===== src/pkg/sgel_pkg.sv =====
package sgel_pkg;
   localparam logic [15:0] SGEL_OFF_PME_STS1 = 16'h000c;
   localparam logic [15:0] SGEL_OFF_SMI_STS1 = 16'h0012;
   localparam logic [15:0] SGEL_OFF_SMI_STS2 = 16'h0013;
   localparam logic [15:0] SGEL_OFF_EN_ONE   = 16'h0014;
   localparam logic [15:0] SGEL_OFF_EN_TWO   = 16'h0015;

   localparam logic [7:0]  SGEL_RESET_VAL    = 8'h00;
   localparam logic [7:0]  SGEL_UNMAPPED_VAL = 8'h00;

   // smi_source_enable_one bit positions
   localparam int SGEL_E1_RING     = 0;
   localparam int SGEL_E1_PARALLEL = 1;
   localparam int SGEL_E1_SERIAL2  = 2;
   localparam int SGEL_E1_SERIAL1  = 3;
   localparam int SGEL_E1_FLOPPY   = 4;
   localparam int SGEL_E1_GPIO2    = 5;
   localparam int SGEL_E1_GPIO1    = 6;
   localparam int SGEL_E1_WATCHDOG = 7;

   // smi_source_enable_two bit positions
   localparam int SGEL_E2_KEYBOARD = 1;
   localparam int SGEL_E2_INFRARED = 2;
   localparam int SGEL_E2_B_SOURCE = 3;
   localparam int SGEL_E2_KBC_P12  = 4;
   localparam int SGEL_E2_CIR      = 5;
   localparam int SGEL_E2_TO_WAKE  = 6;
   localparam int SGEL_E2_OUTPUT   = 7;

   // smi status two bit positions
   localparam int SGEL_S2_MOUSE    = 0;
   localparam int SGEL_S2_KEYBOARD = 1;
   localparam int SGEL_S2_INFRARED = 2;
   localparam int SGEL_S2_B_SOURCE = 3;
   localparam int SGEL_S2_KBC_P12  = 4;

   // wake status one bit positions
   localparam int SGEL_P1_CIR      = 0;
   localparam int SGEL_P1_RING     = 5;
endpackage


===== src/logic/sgel_sticky.sv =====
`timescale 1ns/1ns
module sgel_sticky
   import sgel_pkg::*;
#(
   parameter int WIDTH = 2
) (
   input  wire logic             clk,
   input  wire logic             resetn,
   input  wire logic [WIDTH-1:0] set,
   input  wire logic [WIDTH-1:0] clr,
   output logic      [WIDTH-1:0] q
);
   logic [WIDTH-1:0] q_r;
   logic [WIDTH-1:0] q_nxt;

   // set wins so an event in the clearing cycle is kept
   assign q_nxt = set | (q_r & ~clr);
   assign q     = q_r;

   always_ff @(posedge clk or negedge resetn) begin
      if (!resetn) begin
         q_r <= '0;
      end else begin
         q_r <= q_nxt;
      end
   end
endmodule


===== src/logic/sgel_group.sv =====
`timescale 1ns/1ns
module sgel_group
   import sgel_pkg::*;
(
   input  wire logic        clk,
   input  wire logic        resetn,
   input  wire logic [15:0] power_block_base,
   input  wire logic [15:0] io_addr,
   input  wire logic        io_wr,
   input  wire logic        io_rd,
   input  wire logic [7:0]  io_wdata,
   output logic      [7:0]  io_rdata,
   input  wire logic        parallel_irq,
   input  wire logic        serial_two_irq,
   input  wire logic        serial_one_irq,
   input  wire logic        floppy_irq,
   input  wire logic        gpio_group_two_irq,
   input  wire logic        gpio_group_one_irq,
   input  wire logic        watchdog_irq,
   input  wire logic        mouse_irq,
   input  wire logic        keyboard_irq,
   input  wire logic        infrared_edge_event,
   input  wire logic        b_source_event,
   input  wire logic        kbc_port_one_bit_two,
   input  wire logic        ring_wake_event,
   input  wire logic        cir_wake_event,
   input  wire logic        serial_frame_select,
   output logic             group_mgmt_irq_n_o,
   output logic             group_mgmt_irq_n_oe,
   output logic             serirq_slot2_req,
   output logic             group_to_wake_req
);
   function automatic logic hit(input logic [15:0] addr,
                                input logic [15:0] base,
                                input logic [15:0] off);
      logic [15:0] rel;
      rel = addr - base;
      return rel == off;
   endfunction

   logic [7:0] en_one_r;
   logic [7:0] en_one_nxt;
   logic [7:0] en_two_r;
   logic [7:0] en_two_nxt;
   logic [7:0] rdata_r;
   logic [7:0] rdata_nxt;
   logic       pin_r;
   logic       pin_oe_r;
   logic       slot_r;
   logic       wake_r;

   wire hit_en_one = hit(io_addr, power_block_base, SGEL_OFF_EN_ONE);
   wire hit_en_two = hit(io_addr, power_block_base, SGEL_OFF_EN_TWO);
   wire hit_sts1   = hit(io_addr, power_block_base, SGEL_OFF_SMI_STS1);
   wire hit_sts2   = hit(io_addr, power_block_base, SGEL_OFF_SMI_STS2);
   wire hit_pme1   = hit(io_addr, power_block_base, SGEL_OFF_PME_STS1);

   // infrared and b latches: read of status two clears them
   logic [1:0] smi_latch;
   wire  [1:0] smi_set = {b_source_event, infrared_edge_event};
   wire  [1:0] smi_clr = {2{io_rd & hit_sts2}};

   sgel_sticky #(.WIDTH(2)) u_smi_latch (
      .clk    (clk),
      .resetn (resetn),
      .set    (smi_set),
      .clr    (smi_clr),
      .q      (smi_latch)
   );

   // ring and consumer infrared wake status, write one to clear
   logic [1:0] wake_sts;
   wire  [1:0] wake_set = {ring_wake_event, cir_wake_event};
   wire  [1:0] wake_clr = {2{io_wr & hit_pme1}} &
                          {io_wdata[SGEL_P1_RING], io_wdata[SGEL_P1_CIR]};

   sgel_sticky #(.WIDTH(2)) u_wake_sts (
      .clk    (clk),
      .resetn (resetn),
      .set    (wake_set),
      .clr    (wake_clr),
      .q      (wake_sts)
   );

   wire ring_sts = wake_sts[1];
   wire cir_sts  = wake_sts[0];
   wire ir_sts   = smi_latch[0];
   wire b_sts    = smi_latch[1];

   // status one holds live source levels cleared at the source; the infrared, b, ring and cir bits are latched and cleared here
   wire [7:0] sts_one = {watchdog_irq, gpio_group_one_irq, gpio_group_two_irq,
                         floppy_irq, serial_one_irq, serial_two_irq,
                         parallel_irq, 1'b0};
   wire [7:0] sts_two = {3'b000, kbc_port_one_bit_two, b_sts, ir_sts,
                         keyboard_irq, mouse_irq};
   wire [7:0] pme_one = {2'b00, ring_sts, 4'b0000, cir_sts};

   // bit 0 of enable one uses the ring wake status in place of a status bit
   wire [7:0] src_one = {sts_one[7:1], ring_sts};
   wire [7:0] gated_one = src_one & en_one_r;

   wire kbd_g  = en_two_r[SGEL_E2_KEYBOARD] & keyboard_irq;
   wire ir_g   = en_two_r[SGEL_E2_INFRARED] & ir_sts;
   wire b_g    = en_two_r[SGEL_E2_B_SOURCE] & b_sts;
   wire p12_g  = en_two_r[SGEL_E2_KBC_P12] & kbc_port_one_bit_two;
   wire cir_g  = en_two_r[SGEL_E2_CIR] & cir_sts;

   wire group_active = (|gated_one) | kbd_g | ir_g | b_g | p12_g | cir_g;

   wire out_en   = en_two_r[SGEL_E2_OUTPUT];
   wire to_pin   = out_en & ~serial_frame_select;
   wire to_slot  = out_en & serial_frame_select;
   wire to_wake  = en_two_r[SGEL_E2_TO_WAKE] & group_active;

   assign en_one_nxt = (io_wr & hit_en_one) ? io_wdata : en_one_r;
   assign en_two_nxt = (io_wr & hit_en_two) ? io_wdata : en_two_r;

   assign rdata_nxt = !io_rd     ? rdata_r :
                      hit_en_one ? en_one_r :
                      hit_en_two ? en_two_r :
                      hit_sts1   ? sts_one :
                      hit_sts2   ? sts_two :
                      hit_pme1   ? pme_one : SGEL_UNMAPPED_VAL;

   // resetn is the battery power-on reset, so enables survive other resets
   always_ff @(posedge clk or negedge resetn) begin
      if (!resetn) begin
         en_one_r <= SGEL_RESET_VAL;
         en_two_r <= SGEL_RESET_VAL;
      end else begin
         en_one_r <= en_one_nxt;
         en_two_r <= en_two_nxt;
      end
   end

   always_ff @(posedge clk or negedge resetn) begin
      if (!resetn) begin
         rdata_r <= SGEL_RESET_VAL;
      end else begin
         rdata_r <= rdata_nxt;
      end
   end

   // one register stage on every output, so the irq lags a live source level by one clock and a latched event by two
   always_ff @(posedge clk or negedge resetn) begin
      if (!resetn) begin
         pin_r    <= 1'b1;
         pin_oe_r <= 1'b0;
         slot_r   <= 1'b0;
         wake_r   <= 1'b0;
      end else begin
         pin_r    <= ~(group_active & to_pin);
         pin_oe_r <= to_pin;
         slot_r   <= group_active & to_slot;
         wake_r   <= to_wake;
      end
   end

   assign io_rdata            = rdata_r;
   assign group_mgmt_irq_n_o  = pin_r;
   assign group_mgmt_irq_n_oe = pin_oe_r;
   assign serirq_slot2_req    = slot_r;
   assign group_to_wake_req   = wake_r;
endmodule


===== config.mk =====
export PLATFORM = sky130hd
export DESIGN_NAME = sgel_group
export DESIGN_NICKNAME = d
export VERILOG_FILES = /design/src/pkg/sgel_pkg.sv /design/src/logic/sgel_sticky.sv /design/src/logic/sgel_group.sv
export SDC_FILE = /design/constraint.sdc
export NUM_CORES = 1
export LEC_CHECK = 0
export ABC_CLOCK_PERIOD_IN_PS = 1800
export BUFFER_PORTS_ARGS = -buffer_cell sky130_fd_sc_hd__buf_2
export CAP_MARGIN = 40
export CORE_UTILIZATION = 32
export CTS_CLUSTER_SIZE = 20
export DETAILED_ROUTE_END_ITERATION = 16
export PLACE_DENSITY = 0.52
export SLEW_MARGIN = 20
export SYNTH_ARGS = -nofsm -noshare
export SYNTH_HDL_FRONTEND = slang
export SYNTH_SLANG_ARGS = --single-unit
export TNS_END_PERCENT = 5

===== constraint.sdc =====
create_clock -name clk -period 1.8 [get_ports clk]
set_input_delay 0.09 -clock clk [delete_from_list [all_inputs] [get_ports clk]]
set_output_delay 0.09 -clock clk [all_outputs]
set_load 0.02 [all_outputs]

==> results of run 1 <==
## logic make-up (layout without fill, tap and decap cells)
family	after synthesis	in the layout	share of synthesized area
AO/OA/AOI/OAI	85	85	0.239
XOR/XNOR	8	8	0.0270
adder cells (fa/ha/maj)	17	17	0.0850
buffers and inverters	36	166	0.0589
flip-flops	32	32	0.310
multiplexers	17	17	0.0734
AND/OR/NAND/NOR	94	94	0.207
## routing by layer
layer	wire length, µm	share of wire	vias to the layer above
li1	-	-	1345
met1	3850	0.51	1266
met2	3260	0.43	70
met3	306	0.041	8
met4	78	0.010	0
met5	0	0	-
## report_power, final
part / leakage (nW) / total (mW) / switching (mW) / internal (mW)
combinational: 1.36 / 0.837 / 0.410 / 0.427
sequential: 0.423 / 0.719 / 0.000172 / 0.719
clock: 0.0541 / 0.688 / 0.279 / 0.409
## what timing repair did
| action | CTS | global route |
|---|---|---|
| hold endpoints to repair | 32 | 0 |
| pin swaps | 4 | 1 |
| hold buffers | 2 | 0 |
| setup endpoints to repair | 28 | 28 |
| gates resized for setup | 3 | 10 |
## state kept, by name (all words and copies together) (netlist names), 2 cells and up
| signal | flops |
|---|---|
| en_one_r | 8 |
| en_two_r | 8 |
| io_rdata | 8 |
| u_smi_latch.q | 2 |
| u_wake_sts.q | 2 |
## worst paths after layout
kind	to	from
setup / recovery	en_one_r[6]$_DFFE_PN0P_	power_block_base[4]
hold reg to reg	io_rdata[7]$_DFFE_PN0P_	io_rdata[7]$_DFFE_PN0P_
hold / removal	u_smi_latch.q[1]$_DFF_PN0_	b_source_event
min in group asynchronous	io_rdata[5]$_DFFE_PN0P_	resetn
max in group asynchronous	u_wake_sts.q[1]$_DFF_PN0_	resetn
setup reg to reg	io_rdata[5]$_DFFE_PN0P_	u_wake_sts.q[1]$_DFF_PN0_
## layout by cell type (no fill, tap or decap), types with 3 or more instances in the layout
cell      count
and3_1        5
a21oi_2       3
a222oi_1      3
nor3_1        7
mux2_2       16
ha_1         10
o21ai_0       9
nor2_1       20
nand2b_1      5
a31oi_1       3
xnor2_1       5
dfrtp_1      31
buf_4        58
nand3_1       7
clkbuf_8      5
a21oi_1      13
o32ai_2       4
nand4_1       3
a22oi_1       6
nand2_1      17
nor2b_1       3
buf_2        70
o22ai_1       5
inv_1        24
ha_4          6
xor2_1        3
a21o_1        4
nand3b_1      4
## metrics by stage
step | instance area [µm²] | std cells | setup slack (ns) | TNS [ns] | hold WS [ns]
floorplan | 2750 | 289 | -0.745 | -20.35 | -0.206
global placement | 3630 | 511 | -1.06 | -27.76 | 0.178
detailed placement | 3630 | 511 | -1.05 | -27.72 | 0.185
CTS | 3770 | 521 | -0.728 | -18.60 | 0.0347
global route | 3840 | 521 | -0.854 | -22.04 | 0.0479
finish | 3840 | 521 | -0.721 | -18.50 | 0.0404
## layout make-up
| cell class | count | area share |
|---|---|---|
| clock buffer | 5 | 0.0179 |
| tap | 102 | 0.0332 |
| multi-input combinational | 221 | 0.482 |
| timing repair buffer | 132 | 0.218 |
| clock inverter | 3 | 0.0111 |
| inverter | 26 | 0.0287 |
| sequential | 32 | 0.209 |
==> results.txt, run 1 <==
status -> complete, but fails checks
violations in the final reports -> setup timing
latest clock arrival within the worst-skew pair -> 0.28 ns
CTS clk-pin slew, worst paths -> 0.07 ns
clk_skew -> 0.00630 ns
global-route met1 utilization -> 0.277
number of top-level pins -> 71
starting density of the core -> 0.334
mean instance size in the synthesized netlist -> 8.97 µm²
MaxCap Viol Count -> 0
data arrival time of the critical path -> 2.69 ns
worst setup slack for register-to-register paths -> 0.41 ns
type of the worst setup path -> input pin to register
critical-path maximum fanout -> 8
power density over the cells -> 584 nW/µm²
First DRT Iteration DRCs -> 114
Stages on worst setup path -> 12
DRC Markers -> 0
worst hold path stage count -> 2
number of setup buffers added after CTS -> 0
met3 global-route usage -> 0.0265
grt total ovfl -> 0
drt first pass iters -> 4
total power consumption of the routed design -> 2.24 mW
Buf/Inv on CP -> 4
clock tree from TritonCTS -> built
number of inserted filler cells in the final layout -> 781
count of vias placed by the detailed router -> 2689
summed instance area of the synthesized netlist -> 2590 µm²
ordered cell list for the critical path -> buf_2 -> inv_8 -> ha_4 -> a21o_1 -> a31oi_2 -> a211oi_2 -> buf_4 -> or4b_2 -> a22oi_2 -> buf_4 -> nand4_4 -> mux2_2
hpwl dp -> 6110 µm
number of global-route vias before repair -> 2666
WL final -> 7490 µm
CP startpoint kind -> input pin
fraction of met2 tracks used by global routing -> 0.282
cell types occupying the most area after synthesis -> dfrtp_1, ha_1, mux2_2
Final WS setup -> -0.721 ns
net count after synthesis -> 365
Core Region -> 7770 µm²
Final Max Slew Viols -> 0
number of instances in the synthesized netlist -> 289
DIE AREA -> 8460 µm²
height of the chip -> 92.0 µm
deepest clock path buffer count -> 2
Sinks on Clock Net -> 32
register bit total from synthesis -> 32
fin nets -> 494
clock buffer count from CTS -> 5
RSZ-0062 raised after global routing -> yes
Routed Antenna Nets -> 0
cell type with the highest aggregate area in the netlist -> dfrtp_1
most frequent cells after synthesis -> dfrtp_1, inv_1, nor2_1
transition time of the tightest slew-check pin -> 0.711 ns
all-layer global routing usage -> 0.185
static power due to leakage -> 1.84 nW
first-pass GRT wire length -> 12600 µm
antenna diode count -> 0
Placement Rows -> 32
via-per-instance ratio -> 5.16
# port buffers -> 70
worst rel slew slack -> 0.526
routability cong. -> 0.818
post-synthesis cell type count -> 67
Req. time, crit path -> 1.97 ns
worst stage delay on the critical path -> 0.64 ns
kind of cell adding the most delay to the critical path -> simple AND/OR/NAND/NOR gates
post-synthesis sequential area ratio -> 0.310
final routed wire length divided by cell count -> 14.4 µm
Util after Layout -> 0.494
number of flops mapped to enable cells by yosys -> 0
antenna violations before repair -> 0
area growth from synthesis to layout -> 48.2%
class of the tightest hold or removal check -> input pin to register
worst-case reg-to-reg path depth -> 5
H-tree level count -> 2
most repeated library cell on the critical path -> buf_4
Final Critical Period -> 2.52 ns
maximum number of pins on one net before global-route repair -> 33
clock root cell -> clkbuf_8
prevailing post-synth register cell -> dfrtp_1
maximum VDD drop -> 0.396 mV
critical path endpoint category -> register
area share of the largest cell type after synthesis -> 0.299
most crowded layer after global routing -> met2
warning count from the yosys run -> 0
area used by multi-input combinational logic -> 1850 µm²
Final Hold Viols -> 0
most instantiated library cell after synthesis -> dfrtp_1
cell with the largest stage delay on the worst path -> or4b_2
Setup Viol. Count Final -> 28
async set or reset register ratio after synthesis -> 1.00
crit share post-route -> 1.40
maximum clock frequency -> 0.397 GHz
width of the chip -> 92.0 µm
Storage cell area -> 802 µm²
proportion of layout cells with a drive suffix above 1 -> 0.461
Power figures use the tool's default switching activity.
==> inputs of run 2 (changes only) <==
PLACE_DENSITY = not set   (was 0.52)
==> results.txt, run 2 (synthesized netlist as in run 1, its figures left out) <==
status -> complete, but fails checks
violations in the final reports -> setup timing
all-layer global routing usage -> 0.180
First DRT Iteration DRCs -> 107
hpwl dp -> 6000 µm
clk_skew -> 0.00159 ns
grt total ovfl -> 0
power density over the cells -> 569 nW/µm²
latest clock arrival within the worst-skew pair -> 0.28 ns
width of the chip -> 92.0 µm
CTS clk-pin slew, worst paths -> 0.07 ns
Final Max Slew Viols -> 0
area growth from synthesis to layout -> 56.7%
CP startpoint kind -> input pin
fin nets -> 501
Final Critical Period -> 2.56 ns
class of the tightest hold or removal check -> input pin to register
number of standard cells in the final layout excluding fillers -> 528
Final Hold Viols -> 0
clock buffer count from CTS -> 5
met3 global-route usage -> 0.0282
aggregate negative setup slack -> -19.15 ns
Setup Viol. Count Final -> 28
via-per-instance ratio -> 5.21
top library cells by usage in the layout, fill and taps aside -> buf_4, buf_2, dfrtp_1
proportion of layout cells with a drive suffix above 1 -> 0.493
Placed Cells incl. Taps -> 514
DIE AREA -> 8460 µm²
clock root cell -> clkbuf_8
commonest non-fill, non-tap cell in the layout -> buf_4
Routed Antenna Nets -> 0
global-route met1 utilization -> 0.253
clock tree from TritonCTS -> built
number of inserted filler cells in the final layout -> 761
Req. time, crit path -> 1.97 ns
antenna violations before repair -> 0
starting density of the core -> 0.334
static power due to leakage -> 1.89 nW
most crowded layer after global routing -> met2
data arrival time of the critical path -> 2.73 ns
final routed wire length divided by cell count -> 14.1 µm
Sinks on Clock Net -> 32
maximum number of pins on one net before global-route repair -> 33
deepest clock path buffer count -> 2
Core Region -> 7770 µm²
# port buffers -> 70
Final WS setup -> -0.761 ns
maximum VDD drop -> 0.423 mV
worst rel slew slack -> 0.531
count of vias placed by the detailed router -> 2749
critical-path maximum fanout -> 8
type of the worst setup path -> input pin to register
number of global-route vias before repair -> 2651
H-tree level count -> 2
DRC Markers -> 0
first-pass GRT wire length -> 12400 µm
drt first pass iters -> 4
transition time of the tightest slew-check pin -> 0.703 ns
Placement Rows -> 32
number of top-level pins -> 71
MaxCap Viol Count -> 0
WL final -> 7450 µm
crit share post-route -> 1.42
RSZ-0062 raised after global routing -> yes
maximum clock frequency -> 0.390 GHz
routability cong. -> 0.966
antenna diode count -> 0
height of the chip -> 92.0 µm
fraction of met2 tracks used by global routing -> 0.295
critical path endpoint category -> register
run 2: report_power, final:
part	total [mW]	internal [mW]	switching (mW)
registers	0.719	0.719	0.000175
clock network	0.699	0.410	0.290
logic	0.890	0.468	0.423
run 2: final timing paths:
path	from	endpoint	slack [ns]	cells past startpoint
min in group asynchronous	resetn	io_rdata[2]$_DFFE_PN0P_	0.39	2
worst min-delay path	infrared_edge_event	u_smi_latch.q[0]$_DFF_PN0_	0.04	2
worst max register to register	u_wake_sts.q[1]$_DFF_PN0_	io_rdata[5]$_DFFE_PN0P_	0.32	5
worst max-delay path	io_addr[7]	en_one_r[3]$_DFFE_PN0P_	-0.76	11
worst min register to register	io_rdata[7]$_DFFE_PN0P_	io_rdata[7]$_DFFE_PN0P_	0.51	2
max in group asynchronous	resetn	en_one_r[5]$_DFFE_PN0P_	0.96	2
run 2: area by class of cell:
cell class	instances	area [µm²]	area share
Clock buffer	5	68.8	0.0169
Clock inverter	3	42.5	0.0105
Inverter	26	115	0.0284
Multi-Input combinational cell	221	1960	0.483
Sequential cell	32	802	0.198
Tap cell	102	128	0.0314
Timing Repair Buffer	139	943	0.232
run 2: metrics by stage:
step	worst slack, ns	hold slack [ns]	util	power (mW)	area [µm²]
2_1_floorplan	-0.745	-0.206	-	1.17	2750
3_3_place_gp	-1.01	0.161	0.470	1.53	3650
3_5_place_dp	-1.05	0.176	0.470	1.53	3650
4_1_cts	-0.680	0.0396	0.489	2.23	3800
5_1_grt	-0.856	0.0448	0.523	2.43	4060
6_report	-0.761	0.0448	0.523	2.31	4060
run 2: per-layer routing:
metal  vias up  wire (µm)
li1       1357          -
met1      1295       3660
met2        91       3390
met3         6        338
met4         0         64
met5         -          0
run 2: worst max-delay path: stages:
cell	delay [ns]
buf_2	0.11
ha_4	0.28
and2_4	0.14
and3b_1	0.18
nor4_2	0.34
o211ai_1	0.15
or4b_4	0.55
nor3_4	0.24
buf_6	0.15
nand4_4	0.15
mux2_4	0.34
run 2: what timing repair did:
action | 4_1_cts | 5_1_grt
hold endpoints to repair | 32 | 0
hold buffers | 2 | 0
setup endpoints to repair | 28 | 28
pin swaps | 3 | 19
resized for setup | 3 | 39
buffers inserted | 0 | 4
gates cloned | 0 | 0
==> inputs of run 3 (changes only) <==
ABC_CLOCK_PERIOD_IN_PS = 2100   (was 1800)
clock period = 2.1 ns   (was 1.8 ns; I/O delays follow)
==> results.txt, run 3 (synthesized netlist as in run 1, its figures left out) <==
maximum number of pins on one net before global-route repair -> 33
number of setup buffers added after CTS -> 0
Placement Rows -> 32
drt first pass iters -> 5
clock root cell -> clkbuf_8
first-pass GRT wire length -> 12000 µm
r2r startpoint -> u_wake_sts.q[1]$_DFF_PN0_
CP startpoint kind -> input pin
status -> complete, but fails checks
DRC Markers -> 0
CTS clk-pin slew, worst paths -> 0.07 ns
class of the tightest hold or removal check -> input pin to register
Final Max Slew Viols -> 0
data arrival time of the critical path -> 2.67 ns
Setup Viol. Count Final -> 28
final routed wire length divided by cell count -> 13.6 µm
clock tree from TritonCTS -> built
type of the worst setup path -> input pin to register
crit share post-route -> 1.19
CP Launch Point -> power_block_base[4]
count of vias placed by the detailed router -> 2712
total power consumption of the routed design -> 1.89 mW
Final Hold Viols -> 0
area growth from synthesis to layout -> 46.4%
number of top-level pins -> 71
RSZ-0062 raised after global routing -> yes
endpoint of the most critical setup path -> en_one_r[7]$_DFFE_PN0P_
Sinks on Clock Net -> 32
deepest clock path buffer count -> 2
width of the chip -> 92.0 µm
First DRT Iteration DRCs -> 151
grt total ovfl -> 0
DIE AREA -> 8460 µm²
MaxCap Viol Count -> 0
hpwl dp -> 5950 µm
worst-case reg-to-reg path depth -> 5
aggregate negative setup slack -> -9.81 ns
antenna diode count -> 0
via-per-instance ratio -> 5.19
Final WS setup -> -0.408 ns
worst setup slack for register-to-register paths -> 0.67 ns
number of inserted filler cells in the final layout -> 784
critical path endpoint category -> register
power density over the cells -> 497 nW/µm²
starting density of the core -> 0.334
Req. time, crit path -> 2.27 ns
static power due to leakage -> 1.84 nW
latest clock arrival within the worst-skew pair -> 0.28 ns
transition time of the tightest slew-check pin -> 0.677 ns
H-tree level count -> 2
Hold Worst Slack -> 0.0709 ns
fin nets -> 496
routability cong. -> 0.915
clock buffer count from CTS -> 5
violations in the final reports -> setup timing
WL final -> 7120 µm
all-layer global routing usage -> 0.174
Final Critical Period -> 2.51 ns
proportion of layout cells with a drive suffix above 1 -> 0.449
reg2reg end -> io_rdata[5]$_DFFE_PN0P_
worst rel slew slack -> 0.549
height of the chip -> 92.0 µm
critical-path maximum fanout -> 8
number of global-route vias before repair -> 2572
clk_skew -> 0.00311 ns
maximum VDD drop -> 0.216 mV
maximum clock frequency -> 0.399 GHz
# port buffers -> 70
top library cells by usage in the layout, fill and taps aside -> buf_2, buf_4, dfrtp_1
commonest non-fill, non-tap cell in the layout -> buf_2
antenna violations before repair -> 0
Routed Antenna Nets -> 0
Core Region -> 7770 µm²
[run 3: cell count changes in the layout (fill, tap and decap cells not counted), sizes merged]
cell      previous run  this run
clkbuf               5         6
clkinvlp             1         0
buf                137       132
[run 3: worst min-delay path by stage]
stage	slack, ns	cells past startpoint	to	startpoint
detailed placement	0.18	1	u_smi_latch.q[0]$_DFF_PN0_	resetn
global route	0.07	2	en_one_r[2]$_DFFE_PN0P_	io_wdata[2]
global placement	0.18	1	u_smi_latch.q[0]$_DFF_PN0_	resetn
finish	0.07	2	u_smi_latch.q[0]$_DFF_PN0_	infrared_edge_event
floorplan	-0.19	0	en_one_r[0]$_DFFE_PN0P_	resetn
CTS	0.06	2	u_smi_latch.q[0]$_DFF_PN0_	infrared_edge_event
[run 3: per-stage QoR]
stage	utilization	std cells	instance area (µm²)	setup WS, ns
after floorplan	-	289	2750	-0.460
after global placement	0.469	513	3640	-0.718
after detailed placement	0.469	513	3640	-0.746
after CTS	0.487	523	3780	-0.415
after global routing	0.488	523	3790	-0.523
final	0.488	523	3790	-0.408
[run 3: repair_timing]
item                                   4_1_cts  5_1_grt
hold buffers                                 2        0
pin swaps                                    1        2
endpoints found under the hold margin       32        0
setup endpoints to repair                   28       28
gates resized for setup                      2        2
[run 3: layout make-up]
cell class	count	area (µm²)	area share
Clock buffer	6	72.6	0.0191
Sequential cell	32	802	0.211
Clock inverter	2	35.0	0.00924
Tap cell	102	128	0.0337
Inverter	26	110	0.0290
Multi-Input combinational cell	221	1800	0.474
Timing Repair Buffer	134	848	0.224
[run 3: where the power goes]
group / internal, mW / switching, mW / leakage [nW]
Sequential: 0.617 / 0.000144 / 0.423
Combinational: 0.357 / 0.335 / 1.36
Clock: 0.352 / 0.226 / 0.0552
Total: 1.33 / 0.560 / 1.84
[run 3: critical path, stage by stage]
cell	delay [ns]
buf_2	0.13
inv_8	0.03
ha_4	0.21
a21o_1	0.20
a31oi_2	0.20
a211oi_2	0.12
buf_4	0.15
or4b_2	0.63
a22oi_2	0.21
buf_4	0.17
nand4_4	0.18
mux2_2	0.32
[run 3: layer usage]
| metal | up-vias | part of all wire | global-route usage |
|---|---|---|---|
| li1 | 1354 | - | - |
| met1 | 1268 | 0.50 | 0.251 |
| met2 | 80 | 0.45 | 0.274 |
| met3 | 10 | 0.044 | 0.0240 |
| met4 | 0 | 0.013 | 0.0404 |
| met5 | - | 0 | 0 |
